==> config.mk <==
export PLATFORM = sky130hd
export DESIGN_NAME = hpcb_bridge
export DESIGN_NICKNAME = d
export VERILOG_FILES = /design/src/verilog/hpcb_pkg.sv /design/src/verilog/hpcb_bridge.sv /design/src/verilog/hpcb_idsel_decode.sv /design/src/verilog/hpcb_reset_seq.sv
export SDC_FILE = /design/constraint.sdc
export NUM_CORES = 1
export LEC_CHECK = 0
export BUFFER_PORTS_ARGS = -buffer_cell sky130_fd_sc_hd__buf_2
export CAP_MARGIN = 20
export CELL_PAD_IN_SITES_DETAIL_PLACEMENT = 1
export CELL_PAD_IN_SITES_GLOBAL_PLACEMENT = 1
export CORE_UTILIZATION = 35
export DETAILED_ROUTE_END_ITERATION = 16
export PLACE_DENSITY_LB_ADDON = 0.1
export SETUP_SLACK_MARGIN = 0.4
export SLEW_MARGIN = 20
export SYNTH_ARGS = -nofsm -noshare
export SYNTH_HDL_FRONTEND = slang
export SYNTH_SLANG_ARGS = --single-unit
==> constraint.sdc <==
create_clock -name core_clk_i -period 2.2 [get_ports core_clk_i]
set_input_delay 0.33 -clock core_clk_i [delete_from_list [all_inputs] [get_ports core_clk_i]]
set_output_delay 0.33 -clock core_clk_i [all_outputs]
set_load 0.02 [all_outputs]
==> src/verilog/hpcb_pkg.sv <==
// Purpose: Shared constants and carrier types for the host config access bridge
// Assumes: Single 200 MHz clock domain, synchronous active-low reset
// Notes: Carrier structs group processor I/O requests and config cycle requests
package hpcb_pkg;

  // ----------------------------------------
  // I/O map
  // ----------------------------------------
  localparam logic [15:0] HPCB_SEL_ADDR = 16'h0cf8;
  localparam logic [15:0] HPCB_WIN_ADDR = 16'h0cfc;

  // ----------------------------------------
  // Target-select field layout
  // ----------------------------------------
  localparam int HPCB_EN_BIT = 31;
  localparam int HPCB_BUS_LSB = 16;
  localparam int HPCB_DEV_LSB = 11;
  localparam int HPCB_FN_LSB = 8;
  localparam int HPCB_REG_LSB = 2;
  localparam logic [31:0] HPCB_SEL_WMASK = 32'h80ff_fffc;
  localparam logic [31:0] HPCB_SEL_RST = 32'h0000_0000;
  localparam logic [7:0] HPCB_PRIMARY_BUS = 8'h00;
  localparam int HPCB_IDSEL_BASE = 16;
  localparam int HPCB_PRI_IDSEL_LO = 11;
  localparam int HPCB_SEC_IDSEL_LO = 16;

  // ----------------------------------------
  // Reset sequencing counts
  // ----------------------------------------
  localparam int HPCB_PCIRST_NS = 1000;
  localparam int HPCB_PCIRST_CYC = (HPCB_PCIRST_NS + 4) / 5;
  localparam int HPCB_REQ_SETUP_NS = 100;
  localparam int HPCB_REQ_SETUP_CYC = (HPCB_REQ_SETUP_NS + 4) / 5;
  localparam int HPCB_CNT_W = 10;

  // ----------------------------------------
  // Carrier types
  // ----------------------------------------
  typedef struct packed {
    logic valid;
    logic write;
    logic [15:0] addr;
    logic [3:0] be;
    logic [31:0] wdata;
  } hpcb_io_req_type;

  typedef struct packed {
    logic valid;
    logic write;
    logic secondary;
    logic [7:0] bus;
    logic [4:0] dev;
    logic [2:0] fn;
    logic [5:0] regno;
    logic [3:0] be;
    logic [31:0] wdata;
    logic [31:0] idsel;
  } hpcb_cfg_req_type;

  typedef enum logic [3:0] {
    HPCB_IDLE = 4'b0001,
    HPCB_CFG = 4'b0010,
    HPCB_FWD = 4'b0100,
    HPCB_DONE = 4'b1000
  } hpcb_state_type;

  typedef enum logic [3:0] {
    HPCB_R_WAIT = 4'b0001,
    HPCB_R_PCI = 4'b0010,
    HPCB_R_REQ = 4'b0100,
    HPCB_R_RUN = 4'b1000
  } hpcb_rst_state_type;

endpackage : hpcb_pkg

==> src/verilog/hpcb_bridge.sv <==
// Purpose: Host I/O to PCI configuration access bridge, mechanism #1
// Assumes: One processor I/O request at a time, held until io_ready_o
// Notes: Non-configuration I/O is forwarded unchanged on the fwd port
`timescale 1ns/10ps

module hpcb_bridge (
  // Clock and reset
  input wire logic core_clk_i,
  input wire logic rst_n_i,
  // Supply and reset outputs
  input wire logic supply_power_good_i,
  output logic pci_reset_n_o,
  output logic processor_reset_n_o,
  output logic agent0_bus_request_n_o,
  // Processor I/O request
  input wire hpcb_pkg::hpcb_io_req_type io_req_i,
  output logic io_ready_o,
  output logic [31:0] io_rdata_o,
  // Configuration cycle port
  output hpcb_pkg::hpcb_cfg_req_type cfg_req_o,
  input wire logic cfg_done_i,
  input wire logic [31:0] cfg_rdata_i,
  // Forwarded ordinary I/O
  output hpcb_pkg::hpcb_io_req_type fwd_req_o,
  input wire logic fwd_done_i,
  input wire logic [31:0] fwd_rdata_i,
  // Status
  output logic [31:0] cfg_target_select_o
);
  import hpcb_pkg::*;

  // ----------------------------------------
  // Reset sequencing
  // ----------------------------------------
  logic pci_n, cpu_n, req_n, regs_init;

  hpcb_reset_seq u_reset_seq (
    .core_clk_i(core_clk_i),
    .rst_n_i(rst_n_i),
    .supply_power_good_i(supply_power_good_i),
    .pci_reset_n_o(pci_n),
    .processor_reset_n_o(cpu_n),
    .agent0_bus_request_n_o(req_n),
    .regs_init_o(regs_init)
  );

  assign pci_reset_n_o = pci_n;
  assign processor_reset_n_o = cpu_n;
  assign agent0_bus_request_n_o = req_n;

  // ----------------------------------------
  // Address decode
  // ----------------------------------------
  function automatic logic is_full_dword(input logic [3:0] be);
    is_full_dword = (be == 4'hf);
  endfunction : is_full_dword

  logic [31:0] sel_q, sel_d;
  logic sel_hit, win_hit, sel_cfg, win_cfg;

  always_comb
  begin
    sel_hit = io_req_i.valid && (io_req_i.addr == HPCB_SEL_ADDR);
    win_hit = io_req_i.valid && (io_req_i.addr == HPCB_WIN_ADDR);
    sel_cfg = sel_hit && is_full_dword(io_req_i.be);
    win_cfg = win_hit && sel_q[HPCB_EN_BIT];
  end

  // ----------------------------------------
  // Selection decode
  // ----------------------------------------
  logic [7:0] bus_num;
  logic [4:0] dev_num;
  logic [2:0] fn_num;
  logic [5:0] reg_num;
  logic secondary, idsel_hit;
  logic [31:0] idsel;

  always_comb
  begin
    bus_num = sel_q[HPCB_BUS_LSB +: 8];
    dev_num = sel_q[HPCB_DEV_LSB +: 5];
    fn_num = sel_q[HPCB_FN_LSB +: 3];
    reg_num = sel_q[HPCB_REG_LSB +: 6];
  end

  hpcb_idsel_decode u_idsel (
    .bus_i(bus_num),
    .dev_i(dev_num),
    .secondary_o(secondary),
    .hit_o(idsel_hit),
    .idsel_o(idsel)
  );

  // ----------------------------------------
  // Transfer control
  // ----------------------------------------
  hpcb_state_type state_q, state_d;
  hpcb_cfg_req_type cfg_q, cfg_d;
  hpcb_io_req_type fwd_q, fwd_d;
  logic ready_q, ready_d;
  logic [31:0] rdata_q, rdata_d;

  always_comb
  begin
    state_d = state_q;
    sel_d = sel_q;
    cfg_d = cfg_q;
    fwd_d = fwd_q;
    ready_d = 1'b0;
    rdata_d = rdata_q;
    unique case (state_q)
      HPCB_IDLE:
      begin
        if (sel_cfg)
        begin
          if (io_req_i.write)
          begin
            sel_d = io_req_i.wdata & HPCB_SEL_WMASK;
          end
          rdata_d = sel_q;
          ready_d = 1'b1;
          state_d = HPCB_DONE;
        end
        else if (win_cfg)
        begin
          cfg_d.valid = 1'b1;
          cfg_d.write = io_req_i.write;
          cfg_d.secondary = secondary;
          cfg_d.bus = bus_num;
          cfg_d.dev = dev_num;
          cfg_d.fn = fn_num;
          cfg_d.regno = reg_num;
          cfg_d.be = io_req_i.be;
          cfg_d.wdata = io_req_i.wdata;
          cfg_d.idsel = idsel_hit ? idsel : 32'h0000_0000;
          state_d = HPCB_CFG;
        end
        else if (io_req_i.valid)
        begin
          fwd_d = io_req_i;
          state_d = HPCB_FWD;
        end
      end
      HPCB_CFG:
      begin
        if (cfg_done_i)
        begin
          cfg_d.valid = 1'b0;
          rdata_d = cfg_q.write ? 32'h0000_0000 : cfg_rdata_i;
          ready_d = 1'b1;
          state_d = HPCB_DONE;
        end
      end
      HPCB_FWD:
      begin
        if (fwd_done_i)
        begin
          fwd_d.valid = 1'b0;
          rdata_d = fwd_q.write ? 32'h0000_0000 : fwd_rdata_i;
          ready_d = 1'b1;
          state_d = HPCB_DONE;
        end
      end
      HPCB_DONE:
      begin
        // One idle cycle lets the requester drop valid
        state_d = HPCB_IDLE;
      end
    endcase
    if (regs_init)
    begin
      state_d = HPCB_IDLE;
      sel_d = HPCB_SEL_RST;
      cfg_d = '0;
      fwd_d = '0;
      ready_d = 1'b0;
      rdata_d = 32'h0000_0000;
    end
  end

  always_ff @(posedge core_clk_i)
  begin
    if (!rst_n_i)
    begin
      state_q <= HPCB_IDLE;
      sel_q <= HPCB_SEL_RST;
      cfg_q <= '0;
      fwd_q <= '0;
      ready_q <= 1'b0;
      rdata_q <= 32'h0000_0000;
    end
    else
    begin
      state_q <= state_d;
      sel_q <= sel_d;
      cfg_q <= cfg_d;
      fwd_q <= fwd_d;
      ready_q <= ready_d;
      rdata_q <= rdata_d;
    end
  end

  assign io_ready_o = ready_q;
  assign io_rdata_o = rdata_q;
  assign cfg_req_o = cfg_q;
  assign fwd_req_o = fwd_q;
  assign cfg_target_select_o = sel_q;

endmodule : hpcb_bridge

==> src/verilog/hpcb_idsel_decode.sv <==
// Purpose: Maps bus and device numbers to segment and one-hot select line
// Assumes: Bus 0 is the primary segment, any other bus the secondary one
// Notes: Purely combinational
`timescale 1ns/10ps
module hpcb_idsel_decode (
  // Selection
  input wire logic [7:0] bus_i,
  input wire logic [4:0] dev_i,
  // Result
  output logic secondary_o,
  output logic hit_o,
  output logic [31:0] idsel_o
);
  import hpcb_pkg::*;

  logic [5:0] line;

  always_comb
  begin
    line = 6'(HPCB_IDSEL_BASE) + {1'b0, dev_i};
    secondary_o = (bus_i != HPCB_PRIMARY_BUS);
    idsel_o = 32'h0000_0000;
    hit_o = 1'b0;
    // Only lines 16..31 exist; both segments reach those
    if (line < 6'd32)
    begin
      hit_o = 1'b1;
      idsel_o[line[4:0]] = 1'b1;
    end
  end

endmodule : hpcb_idsel_decode

==> src/verilog/hpcb_reset_seq.sv <==
// Purpose: Power-up reset sequencing for PCI, processors and agent request
// Assumes: supply_power_good_i synchronous to the clock
// Notes: Loss of power good restarts the whole sequence
`timescale 1ns/10ps
module hpcb_reset_seq (
  // Clock and reset
  input wire logic core_clk_i,
  input wire logic rst_n_i,
  // Supply
  input wire logic supply_power_good_i,
  // Outputs
  output logic pci_reset_n_o,
  output logic processor_reset_n_o,
  output logic agent0_bus_request_n_o,
  output logic regs_init_o
);
  import hpcb_pkg::*;

  hpcb_rst_state_type state_q, state_d;
  logic [HPCB_CNT_W-1:0] cnt_q, cnt_d;
  logic pci_n_q, pci_n_d, cpu_n_q, cpu_n_d, req_n_q, req_n_d, init_q, init_d;

  always_comb
  begin
    state_d = state_q;
    cnt_d = cnt_q;
    pci_n_d = pci_n_q;
    cpu_n_d = cpu_n_q;
    req_n_d = req_n_q;
    init_d = 1'b0;
    if (!supply_power_good_i)
    begin
      state_d = HPCB_R_WAIT;
      cnt_d = '0;
      pci_n_d = 1'b0;
      cpu_n_d = 1'b0;
      req_n_d = 1'b1;
      init_d = 1'b1;
    end
    else
    begin
      unique case (state_q)
        HPCB_R_WAIT:
        begin
          state_d = HPCB_R_PCI;
          cnt_d = '0;
          init_d = 1'b1;
        end
        HPCB_R_PCI:
        begin
          cnt_d = cnt_q + 1'b1;
          if (cnt_q == HPCB_CNT_W'(HPCB_PCIRST_CYC - 1))
          begin
            state_d = HPCB_R_REQ;
            cnt_d = '0;
            pci_n_d = 1'b1;
            req_n_d = 1'b0;
          end
        end
        HPCB_R_REQ:
        begin
          cnt_d = cnt_q + 1'b1;
          if (cnt_q == HPCB_CNT_W'(HPCB_REQ_SETUP_CYC - 1))
          begin
            state_d = HPCB_R_RUN;
            cpu_n_d = 1'b1;
            req_n_d = 1'b1;
          end
        end
        HPCB_R_RUN:
        begin
          state_d = HPCB_R_RUN;
        end
      endcase
    end
  end

  always_ff @(posedge core_clk_i)
  begin
    if (!rst_n_i)
    begin
      state_q <= HPCB_R_WAIT;
      cnt_q <= '0;
      pci_n_q <= 1'b0;
      cpu_n_q <= 1'b0;
      req_n_q <= 1'b1;
      init_q <= 1'b1;
    end
    else
    begin
      state_q <= state_d;
      cnt_q <= cnt_d;
      pci_n_q <= pci_n_d;
      cpu_n_q <= cpu_n_d;
      req_n_q <= req_n_d;
      init_q <= init_d;
    end
  end

  assign pci_reset_n_o = pci_n_q;
  assign processor_reset_n_o = cpu_n_q;
  assign agent0_bus_request_n_o = req_n_q;
  assign regs_init_o = init_q;

endmodule : hpcb_reset_seq
==> results of run 1 <==
[cell families after synthesis]
| logic type | count (synthesis) | share of synthesized area (%) |
|---|---|---|
| AND/OR/NAND/NOR | 386 | 20.3 |
| adder cells (fa/ha/maj) | 1 | 0.143 |
| other | 1 | 0.0430 |
| buffers and inverters | 92 | 4.71 |
| flip-flops | 225 | 51.7 |
| multiplexers | 54 | 6.21 |
| AO/OA/AOI/OAI | 225 | 15.9 |
| XOR/XNOR | 10 | 1.00 |
[flip-flops by register name (all words and copies together) (netlist names)]
signal	cells
cfg_req_o	93
cfg_target_select_o	23
fwd_req_o	54
io_rdata_o	32
io_ready_o	1
state_q	4
u_reset_seq.agent0_bus_request_n_o	1
u_reset_seq.cnt_q	10
u_reset_seq.pci_reset_n_o	1
u_reset_seq.processor_reset_n_o	1
u_reset_seq.regs_init_o	1
u_reset_seq.state_q	4
[metal layers]
layer  track usage, %  vias to the layer above  routed length [um]
met4             7.23                        0                 962
met2             42.1                      324               16700
met5                0                        -                   0
met3             6.16                       67                2510
met1             30.5                     4289               14500
li1                 -                     4162                   -
[through the flow]
step                power [mW]  instances
floorplan                 4.41       1002
global placement          4.62       1602
detailed placement        4.62       1602
CTS                       9.36       1671
global route              9.58       1697
finish                    9.29       1697
[synthesized netlist by cell type (2+ instances only)]
cell type and count:
xnor2_1 2, buf_4 10, clkbuf_1 62, a22oi_1 9, and4b_1 2, xor2_1 8, nor4b_1 5, nor2_1 77
a211oi_1 34, nor3b_1 2, o21ai_0 4, nand2_1 194, nor2b_1 2, nor4_1 5, and3_1 22, or3_1 16
nand2b_1 9, a2111oi_0 2, inv_1 3, nand4_1 6, or4_1 4, a221oi_1 23, nand3b_1 2, nor3_1 6
buf_2 16, a21oi_1 136, dfxtp_1 225, and2_1 24, and4_1 2, mux2i_1 53, nand3_1 5
[worst paths after layout]
| kind | startpoint | endpoint | slack [ns] | cells past startpoint |
|---|---|---|---|---|
| worst min register to register | cfg_req_o[39]$_SDFFE_PP0P_ | cfg_req_o[39]$_SDFFE_PP0P_ | 0.45 | 2 |
| worst max-delay path | state_q[0]$_SDFFE_PP1P_ | io_rdata_o[21]$_SDFFE_PP0P_ | 0.25 | 8 |
| worst max register to register | state_q[0]$_SDFFE_PP1P_ | io_rdata_o[21]$_SDFFE_PP0P_ | 0.25 | 8 |
| worst min-delay path | supply_power_good_i | u_reset_seq.regs_init_o$_SDFF_PN1_ | 0.03 | 2 |
[power by group through the flow]
stage | clock, mW | sequential [mW] | combinational [mW]
final | 4.70 | 4.10 | 0.493
after global routing | 4.95 | 4.10 | 0.527
after CTS | 4.79 | 4.10 | 0.471
after detailed placement | 0 | 4.19 | 0.431
after global placement | 0 | 4.19 | 0.427
after floorplan | 0 | 4.20 | 0.209
[cell type report]
| class | count | area (um^2) | share of cell area (%) |
|---|---|---|---|
| sequential | 225 | 4520 | 34.6 |
| clock buffer | 34 | 731 | 5.60 |
| inverter | 3 | 11.3 | 0.0863 |
| multi-input combinational | 688 | 4360 | 33.4 |
| timing repair buffer | 410 | 2810 | 21.5 |
| clock inverter | 13 | 210 | 1.61 |
| tap | 324 | 405 | 3.11 |
[repair_timing]
action	4_1_cts	5_1_grt
buffers inserted	13	17
cloned	9	9
endpoints found under the hold margin	0	0
gates resized for setup	27	102
pin swaps	31	48
endpoints found under the setup margin	202	213
==> results.yml, run 1 <==
sta:
  slew_headroom_pct: 63.7
  skew_ns: 0.0171
  whs_ns: 0.0323
  finalHoldViolations: 0
  fin_ws_ns: 0.247
  period_share_pct: 88.8
  tightest_slew_ns: 0.544
  fmax_mhz: 512
  final.min_clock_period_ns: 1.95
  final_max_slew_viol_count: 0
  setup_violations: 0
  grt_setup_unrepaired: "yes"
  setup_tns_ns: 0
die:
  dieArea_um2: 25500
  die_w_um: 160
  coreArea_um2: 24400
  boundaryPins: 338
  rows: 57
  start_util_pct: 35.7
  dieHeight_um: 160
clock_network:
  cts.sinks: 225
  insertion_delay_ns: 0.54
  numCtsBuffers: 26
  cts.clk_slew.worst_paths_ns: 0.06
  clk_path_buf_depth: 3
  htreeDepth: 1
  root_buffer: "clkbuf_16"
  tritoncts: "done"
  ctsHoldBuffers: 0
flow_run:
  cap_violations: 0
final_layout:
  final_cell_area_um2: 13000
  final_cell_mix: "buf_2 (328), dfxtp_1 (221), nand2_1 (193)"
  postLayoutCoreUtil_pct: 53.5
  final_common_cell: "buf_2"
  area_growth_pct: 49.6
  nNetsFinal: 1478
  nFillCells: 2892
  drive_above_1_share_pct: 40.9
  insertedDiodeCount: 0
logic_synthesis:
  synth_top_area_share_pct: 51.7
  yosys.area.top_type: "dfxtp_1"
  ys_seq_area_share_pct: 51.7
  syn_inst: 994
  synthTopCellsByArea: "dfxtp_1 (52%), nand2_1 (8.4%), a21oi_1 (7.8%)"
  syn_avg_cell_area_um2: 8.77
  synth_edf_count: 0
  synth_seq_cells: 225
  yosysWarnings: 0
  syn_area_um2: 8720
  synth.distinct_cells: 55
  ys_async_sr_fraction_pct: 0
  synth_flop_cell: "dfxtp_1"
critical_path:
  cpPeakStageDelay_ns: 0.53
  crit_family: "simple AND/OR/NAND/NOR gates"
  cp-end-kind: "flop"
  arrival_ns: 2.40
  worst_setup_path_start_kind: "flop"
  critical_path_buf_inv_count: 3
  crit_type: "flop to flop"
  path_cells: "buf_6 > or4b_4 > nor2_4 > buf_12 > buf_16 > and2_4 > a221oi_2 > a211oi_1"
  critPathMaxFanout: 8
  cp.required_ns: 2.64
  cp_slowest_cell: "or4b_4"
power_and_ir_drop:
  power.internal_mw: 7.23
  seqPwrFrac_pct: 44.1
  sw_frac_of_total_pct: 22.2
  ir_drop_v: 0.000452
  switching_power_mw: 2.06
  clkPwrFrac_pct: 50.6
  leakage_nw: 5.53
  combPwrFrac_pct: 5.3
  p_per_area_nw_per_um2: 712
placed_design:
  preCtsSetupSlack_ns: 0.0436
  dpl.hpwl_mm: 22.4
  portBuffers: 328
  gp_congestion: 0.794
  placed_cell_area_um2: 10900
global_route:
  grt_pass1_wl_mm: 50.0
  grtUsageTotal_pct: 24.6
  grt_max_degree: 71
  grt_pass1_vias: 8638
  antenna_found_initial: 0
  grt_overflow: 0
drt:
  avgViaCountPerCell: 5.21
  drt_first_iter_violations: 411
  wl_per_cell_um: 20.4
  drc: 0
  via_count: 8842
  dr.pass1.iters: 4
  drt_wl_total_mm: 34.6
  antenna_left: 0
run_status:
  status: "finished, final reports clean"
worst_hold_path:
  hold_path_class: "input pin to flop"
Note: power is estimated with default switching activity, not from simulation.
==> inputs of run 2 (changes only) <==
- SETUP_SLACK_MARGIN: 0.4 -> 0.02
==> run 2 against run 1 <==
Effect of this change: die area did not move; cell area shrank 9.9%; clock skew is 0.010 ns lower; first-iteration DRC count up 13%; setup slack worse by 0.13 ns; critical path depth down 4; total power shrank 6.8%; wire length shrank 9.5%; global-route usage fell by 0.81 points; critical path type unchanged; largest power group unchanged.
==> results.yml, run 2 (same netlist as run 1, synthesis figures left out) <==
clock_network:
  cts.sinks: 225
  cts.clk_slew.worst_paths_ns: 0.06
  tritoncts: "done"
  cts_resized: 0
  htreeDepth: 1
  insertion_delay_ns: 0.51
  clk_path_buf_depth: 3
  root_buffer: "clkbuf_16"
  numCtsBuffers: 25
  ctsHoldBuffers: 0
  post-cts-setup-buffer-count: 0
die:
  start_util_pct: 35.7
  coreArea_um2: 24400
  dieHeight_um: 160
  die_w_um: 160
  dieArea_um2: 25500
  boundaryPins: 338
  rows: 57
critical_path:
  cp_slowest_cell: "or3_4"
  rrSetupSlack_ns: 0.12
  cpPeakStageDelay_ns: 0.52
  critical_path_buf_inv_count: 0
  worst_setup_path_start_kind: "flop"
  ff2ff_path_depth: 4
  critPathMaxFanout: 26
  r2r_start: "state_q[3]$_SDFFE_PP0P_"
  cp-end-kind: "flop"
  r2r_end: "cfg_req_o[20]$_SDFFE_PP0P_"
  crit_family: "simple AND/OR/NAND/NOR gates"
  path_cells: "or3_4 > or3_4 > or4_1 > a21oi_1"
  cp.depth: 4
  arrival_ns: 2.52
  crit_type: "flop to flop"
  cp.required_ns: 2.64
  crit_top_cell: "or3_4"
global_route:
  grt_max_degree: 87
  antenna_found_initial: 1
  grtUsageTotal_pct: 23.8
  grt_pass1_vias: 8421
  grt_overflow: 0
  grt_pass1_wl_mm: 48.5
drt:
  antenna_left: 0
  dr.pass1.iters: 5
  wl_per_cell_um: 18.9
  via_count: 8388
  drt_wl_total_mm: 31.4
  drc: 0
  drt_first_iter_violations: 466
  avgViaCountPerCell: 5.07
sta:
  grt_setup_unrepaired: "no"
  slew_headroom_pct: 56.4
  skew_ns: 0.00712
  fin_ws_ns: 0.119
  tightest_slew_ns: 0.653
  final_max_slew_viol_count: 0
  setup_violations: 0
  final.min_clock_period_ns: 2.08
  period_share_pct: 94.6
  finalHoldViolations: 0
  fmax_mhz: 481
  setup_tns_ns: 0
run_status:
  status: "finished, final reports clean"
placed_design:
  dp_cells: 1611
  gp_congestion: 0.804
  preCtsSetupSlack_ns: -0.119
  portBuffers: 328
  dpl.hpwl_mm: 22.6
worst_hold_path:
  hold_path_class: "input pin to flop"
  worstHoldStart: "supply_power_good_i"
  min_path_cells: 2
  hold-path-endpoint: "u_reset_seq.regs_init_o$_SDFF_PN1_"
power_and_ir_drop:
  clkPwrFrac_pct: 47.6
  p_per_area_nw_per_um2: 737
  combPwrFrac_pct: 5.1
  leakage_nw: 5.07
  sw_frac_of_total_pct: 22.4
  ir_drop_v: 0.000494
  switching_power_mw: 1.94
  power.internal_mw: 6.72
  seqPwrFrac_pct: 47.4
final_layout:
  drive_above_1_share_pct: 32.2
  nNetsFinal: 1438
  postLayoutCoreUtil_pct: 48.2
  area_growth_pct: 34.8
  final_common_cell: "buf_2"
  final_cell_mix: "buf_2 (328), dfxtp_1 (225), nand2_1 (194)"
  largest_reg_flops: 93
  layout.cells.non_filler: 1655
flow_run:
  cap_violations: 0
[run 2: cell count changes in the layout (fill, tap and decap cells not counted), moves of 5 or more]
| cell | delta |
|---|---|
| clkbuf_16 | -7 |
| a21oi_1 | +28 |
| and2_4 | -5 |
| or3_1 | +7 |
| a211oi_2 | -16 |
| a211oi_1 | +17 |
| buf_6 | -12 |
| buf_16 | -7 |
| a21oi_2 | -28 |
| or3_4 | -10 |
| buf_12 | -6 |
| and2_1 | +5 |
[run 2: layer usage]
layer  vias up  routed length (um)  GRT usage, %  share of wire, %
met5         -                   0             0                 0
met4         0                 749          6.45               2.4
met3        45                2130          5.14               6.8
met2       284               14500          39.7                46
met1      3988               14000          31.0                45
li1       4071                   -             -                 -
[run 2: area by class of cell]
class,instances,area (um^2)
clock buffers,32,692
inverters,3,11.3
diodes,1,2.50
flip-flops and latches,225,4500
multi-input cells,685,3880
fillers,3005,12600
clock inverters,11,110
repair buffers,374,2150
well taps,324,405
[run 2: through the flow]
step	total power, mW	hold WS [ns]	area [um^2]
finish	8.66	0.0490	11800
global route	8.99	0.0409	11800
CTS	8.78	0.0362	11800
detailed placement	4.63	0.442	10900
global placement	4.63	0.435	10900
floorplan	4.41	0.421	8750
[run 2: worst max-delay path by stage]
stage / startpoint / end
5_1_grt: state_q[2]$_SDFFE_PP0P_ / cfg_req_o[20]$_SDFFE_PP0P_
3_5_place_dp: io_req_i[36] / cfg_req_o[20]$_SDFFE_PP0P_
6_report: state_q[3]$_SDFFE_PP0P_ / cfg_req_o[20]$_SDFFE_PP0P_
2_1_floorplan: state_q[3]$_SDFFE_PP0P_ / cfg_req_o[22]$_SDFFE_PP0P_
4_1_cts: state_q[2]$_SDFFE_PP0P_ / cfg_req_o[20]$_SDFFE_PP0P_
3_3_place_gp: io_req_i[36] / cfg_req_o[71]$_SDFFE_PP0P_
[run 2: power by group through the flow]
stage               Sequential, mW  Combinational, mW  Clock [mW]
detailed placement            4.19              0.441           0
CTS                           4.10              0.444        4.24
finish                        4.10              0.440        4.12
floorplan                     4.20              0.207           0
global placement              4.19              0.436           0
global route                  4.10              0.475        4.42
==> inputs of run 3 (changes only) <==
- CORE_MARGIN: default -> 2
==> run 3 against run 2 <==
Effect of this change: maximum frequency grew 0.83%; critical path depth grew 1; flip-flop and latch count is the same; global-route usage shrank 0.91 points; register-to-register slack gained 0.02 ns; cell count grew 0.42%; sequential share of layout area shrank 0.24 points; critical path type unchanged.
==> results.yml, run 3 (same netlist as run 1, synthesis figures left out) <==
final_layout:
  largest_reg_flops: 93
  multi_input_area_um2: 3880
  final_common_cell: "buf_2"
  drive_above_1_share_pct: 32.4
  final_cell_mix: "buf_2 (328), dfxtp_1 (225), nand2_1 (194)"
  area_growth_pct: 35.6
  layout.cells.non_filler: 1662
  nNetsFinal: 1441
  seq_area_um2: 4500
  nFillCells: 2997
drt:
  drc: 0
  antenna_left: 0
  drt_wl_total_mm: 31.4
  dr.pass1.iters: 5
  drt_first_iter_violations: 380
  avgViaCountPerCell: 5.09
  wl_per_cell_um: 18.9
  via_count: 8462
die:
  dieArea_um2: 26200
  dieHeight_um: 162
  rows: 57
  die_w_um: 162
  boundaryPins: 338
  start_util_pct: 35.7
  coreArea_um2: 24400
worst_hold_path:
  min_path_cells: 2
  hold_path_class: "input pin to flop"
  worstHoldStart: "rst_n_i"
  hold-path-endpoint: "u_reset_seq.regs_init_o$_SDFF_PN1_"
clock_network:
  cts.clk_slew.worst_paths_ns: 0.06
  htreeDepth: 1
  post-cts-setup-buffer-count: 0
  clk_path_buf_depth: 3
  root_buffer: "clkbuf_16"
  numCtsBuffers: 26
  insertion_delay_ns: 0.53
  cts.sinks: 225
  tritoncts: "done"
critical_path:
  path_cells: "nand2b_1 > or3_4 > or3_4 > or4_1 > a21oi_1"
  r2r_start: "state_q[2]$_SDFFE_PP0P_"
  rrSetupSlack_ns: 0.14
  critPathMaxFanout: 23
  arrival_ns: 2.50
  critical_path_buf_inv_count: 0
  crit_family: "simple AND/OR/NAND/NOR gates"
  cp-end-kind: "flop"
  ff2ff_path_depth: 5
  cp.required_ns: 2.64
  crit_type: "flop to flop"
  worst_setup_path_start_kind: "flop"
  cp_slowest_cell: "or3_4"
  cpPeakStageDelay_ns: 0.51
  r2r_end: "cfg_req_o[16]$_SDFFE_PP0P_"
  crit_top_cell: "or3_4"
placed_design:
  gp_congestion: 0.794
  portBuffers: 328
  dpl.hpwl_mm: 22.7
  dp_cells: 1612
global_route:
  grt_max_degree: 61
  grt_pass1_vias: 8367
  grt_overflow: 0
  grtUsageTotal_pct: 22.9
  antenna_found_initial: 2
  grt_pass1_wl_mm: 47.9
flow_run:
  cap_violations: 0
run_status:
  status: "finished, final reports clean"
sta:
  final.min_clock_period_ns: 2.06
  setup_violations: 0
  tightest_slew_ns: 0.648
  slew_headroom_pct: 55.7
  skew_ns: 0.0235
  finalHoldViolations: 0
  final_max_slew_viol_count: 0
  period_share_pct: 93.8
  grt_setup_unrepaired: "no"
  fmax_mhz: 485
power_and_ir_drop:
  power_mw: 8.84
  ir_drop_v: 0.000530
  p_per_area_nw_per_um2: 747
  leakage_nw: 5.12
## run 3: per-stage QoR
step	cell area (um^2)	TNS (ns)	setup WS, ns	hold slack, ns	utilization (%)
6_report	11800	0	0.137	0.0431	48.5
5_1_grt	11800	0	0.0576	0.0325	48.5
4_1_cts	11800	0	0.134	0.0223	48.5
3_5_place_dp	11000	-0.545	-0.0798	0.441	44.9
3_3_place_gp	11000	-0.221	-0.0618	0.435	44.9
2_1_floorplan	8750	0	0.204	0.421	-
## run 3: how the worst max path moves through the flow
stage                                  startpoint                         end  slack (ns)  depth (start not counted)
after floorplan           state_q[3]$_SDFFE_PP0P_  cfg_req_o[22]$_SDFFE_PP0P_        0.20                          7
after global placement               io_req_i[48]  cfg_req_o[16]$_SDFFE_PP0P_       -0.06                          7
after detailed placement             io_req_i[48]  cfg_req_o[16]$_SDFFE_PP0P_       -0.08                          7
after CTS                 state_q[2]$_SDFFE_PP0P_  cfg_req_o[16]$_SDFFE_PP0P_        0.13                          5
after global routing      state_q[2]$_SDFFE_PP0P_  cfg_req_o[16]$_SDFFE_PP0P_        0.06                          5
final                     state_q[2]$_SDFFE_PP0P_  cfg_req_o[16]$_SDFFE_PP0P_        0.14                          5
## run 3: per-layer routing
metal / vias up / track usage [%] / share of wire, %
met4: 0 / 5.71 / 2.0
met2: 262 / 37.2 / 46
met5: - / 0 / 0
li1: 4073 / - / -
met3: 36 / 5.31 / 7.1
met1: 4091 / 30.8 / 45
## run 3: where the power goes
part	internal, mW	switching [mW]
Combinational	0.190	0.246
Sequential	4.09	0.0118
Clock	2.57	1.73
## run 3: cell type report
class	instances	area share (%)
Antenna cell	2	0.0423
Clock buffer	34	6.18
Clock inverter	13	1.07
Inverter	3	0.0952
Multi-Input combinational cell	685	32.8
Sequential cell	225	38.1
Tap cell	324	3.43
Timing Repair Buffer	376	18.3
## run 3: timing repair
item                                   CTS  global route
hold buffers                             1             0
endpoints found under the hold margin    1             0
resized for setup                        0             0
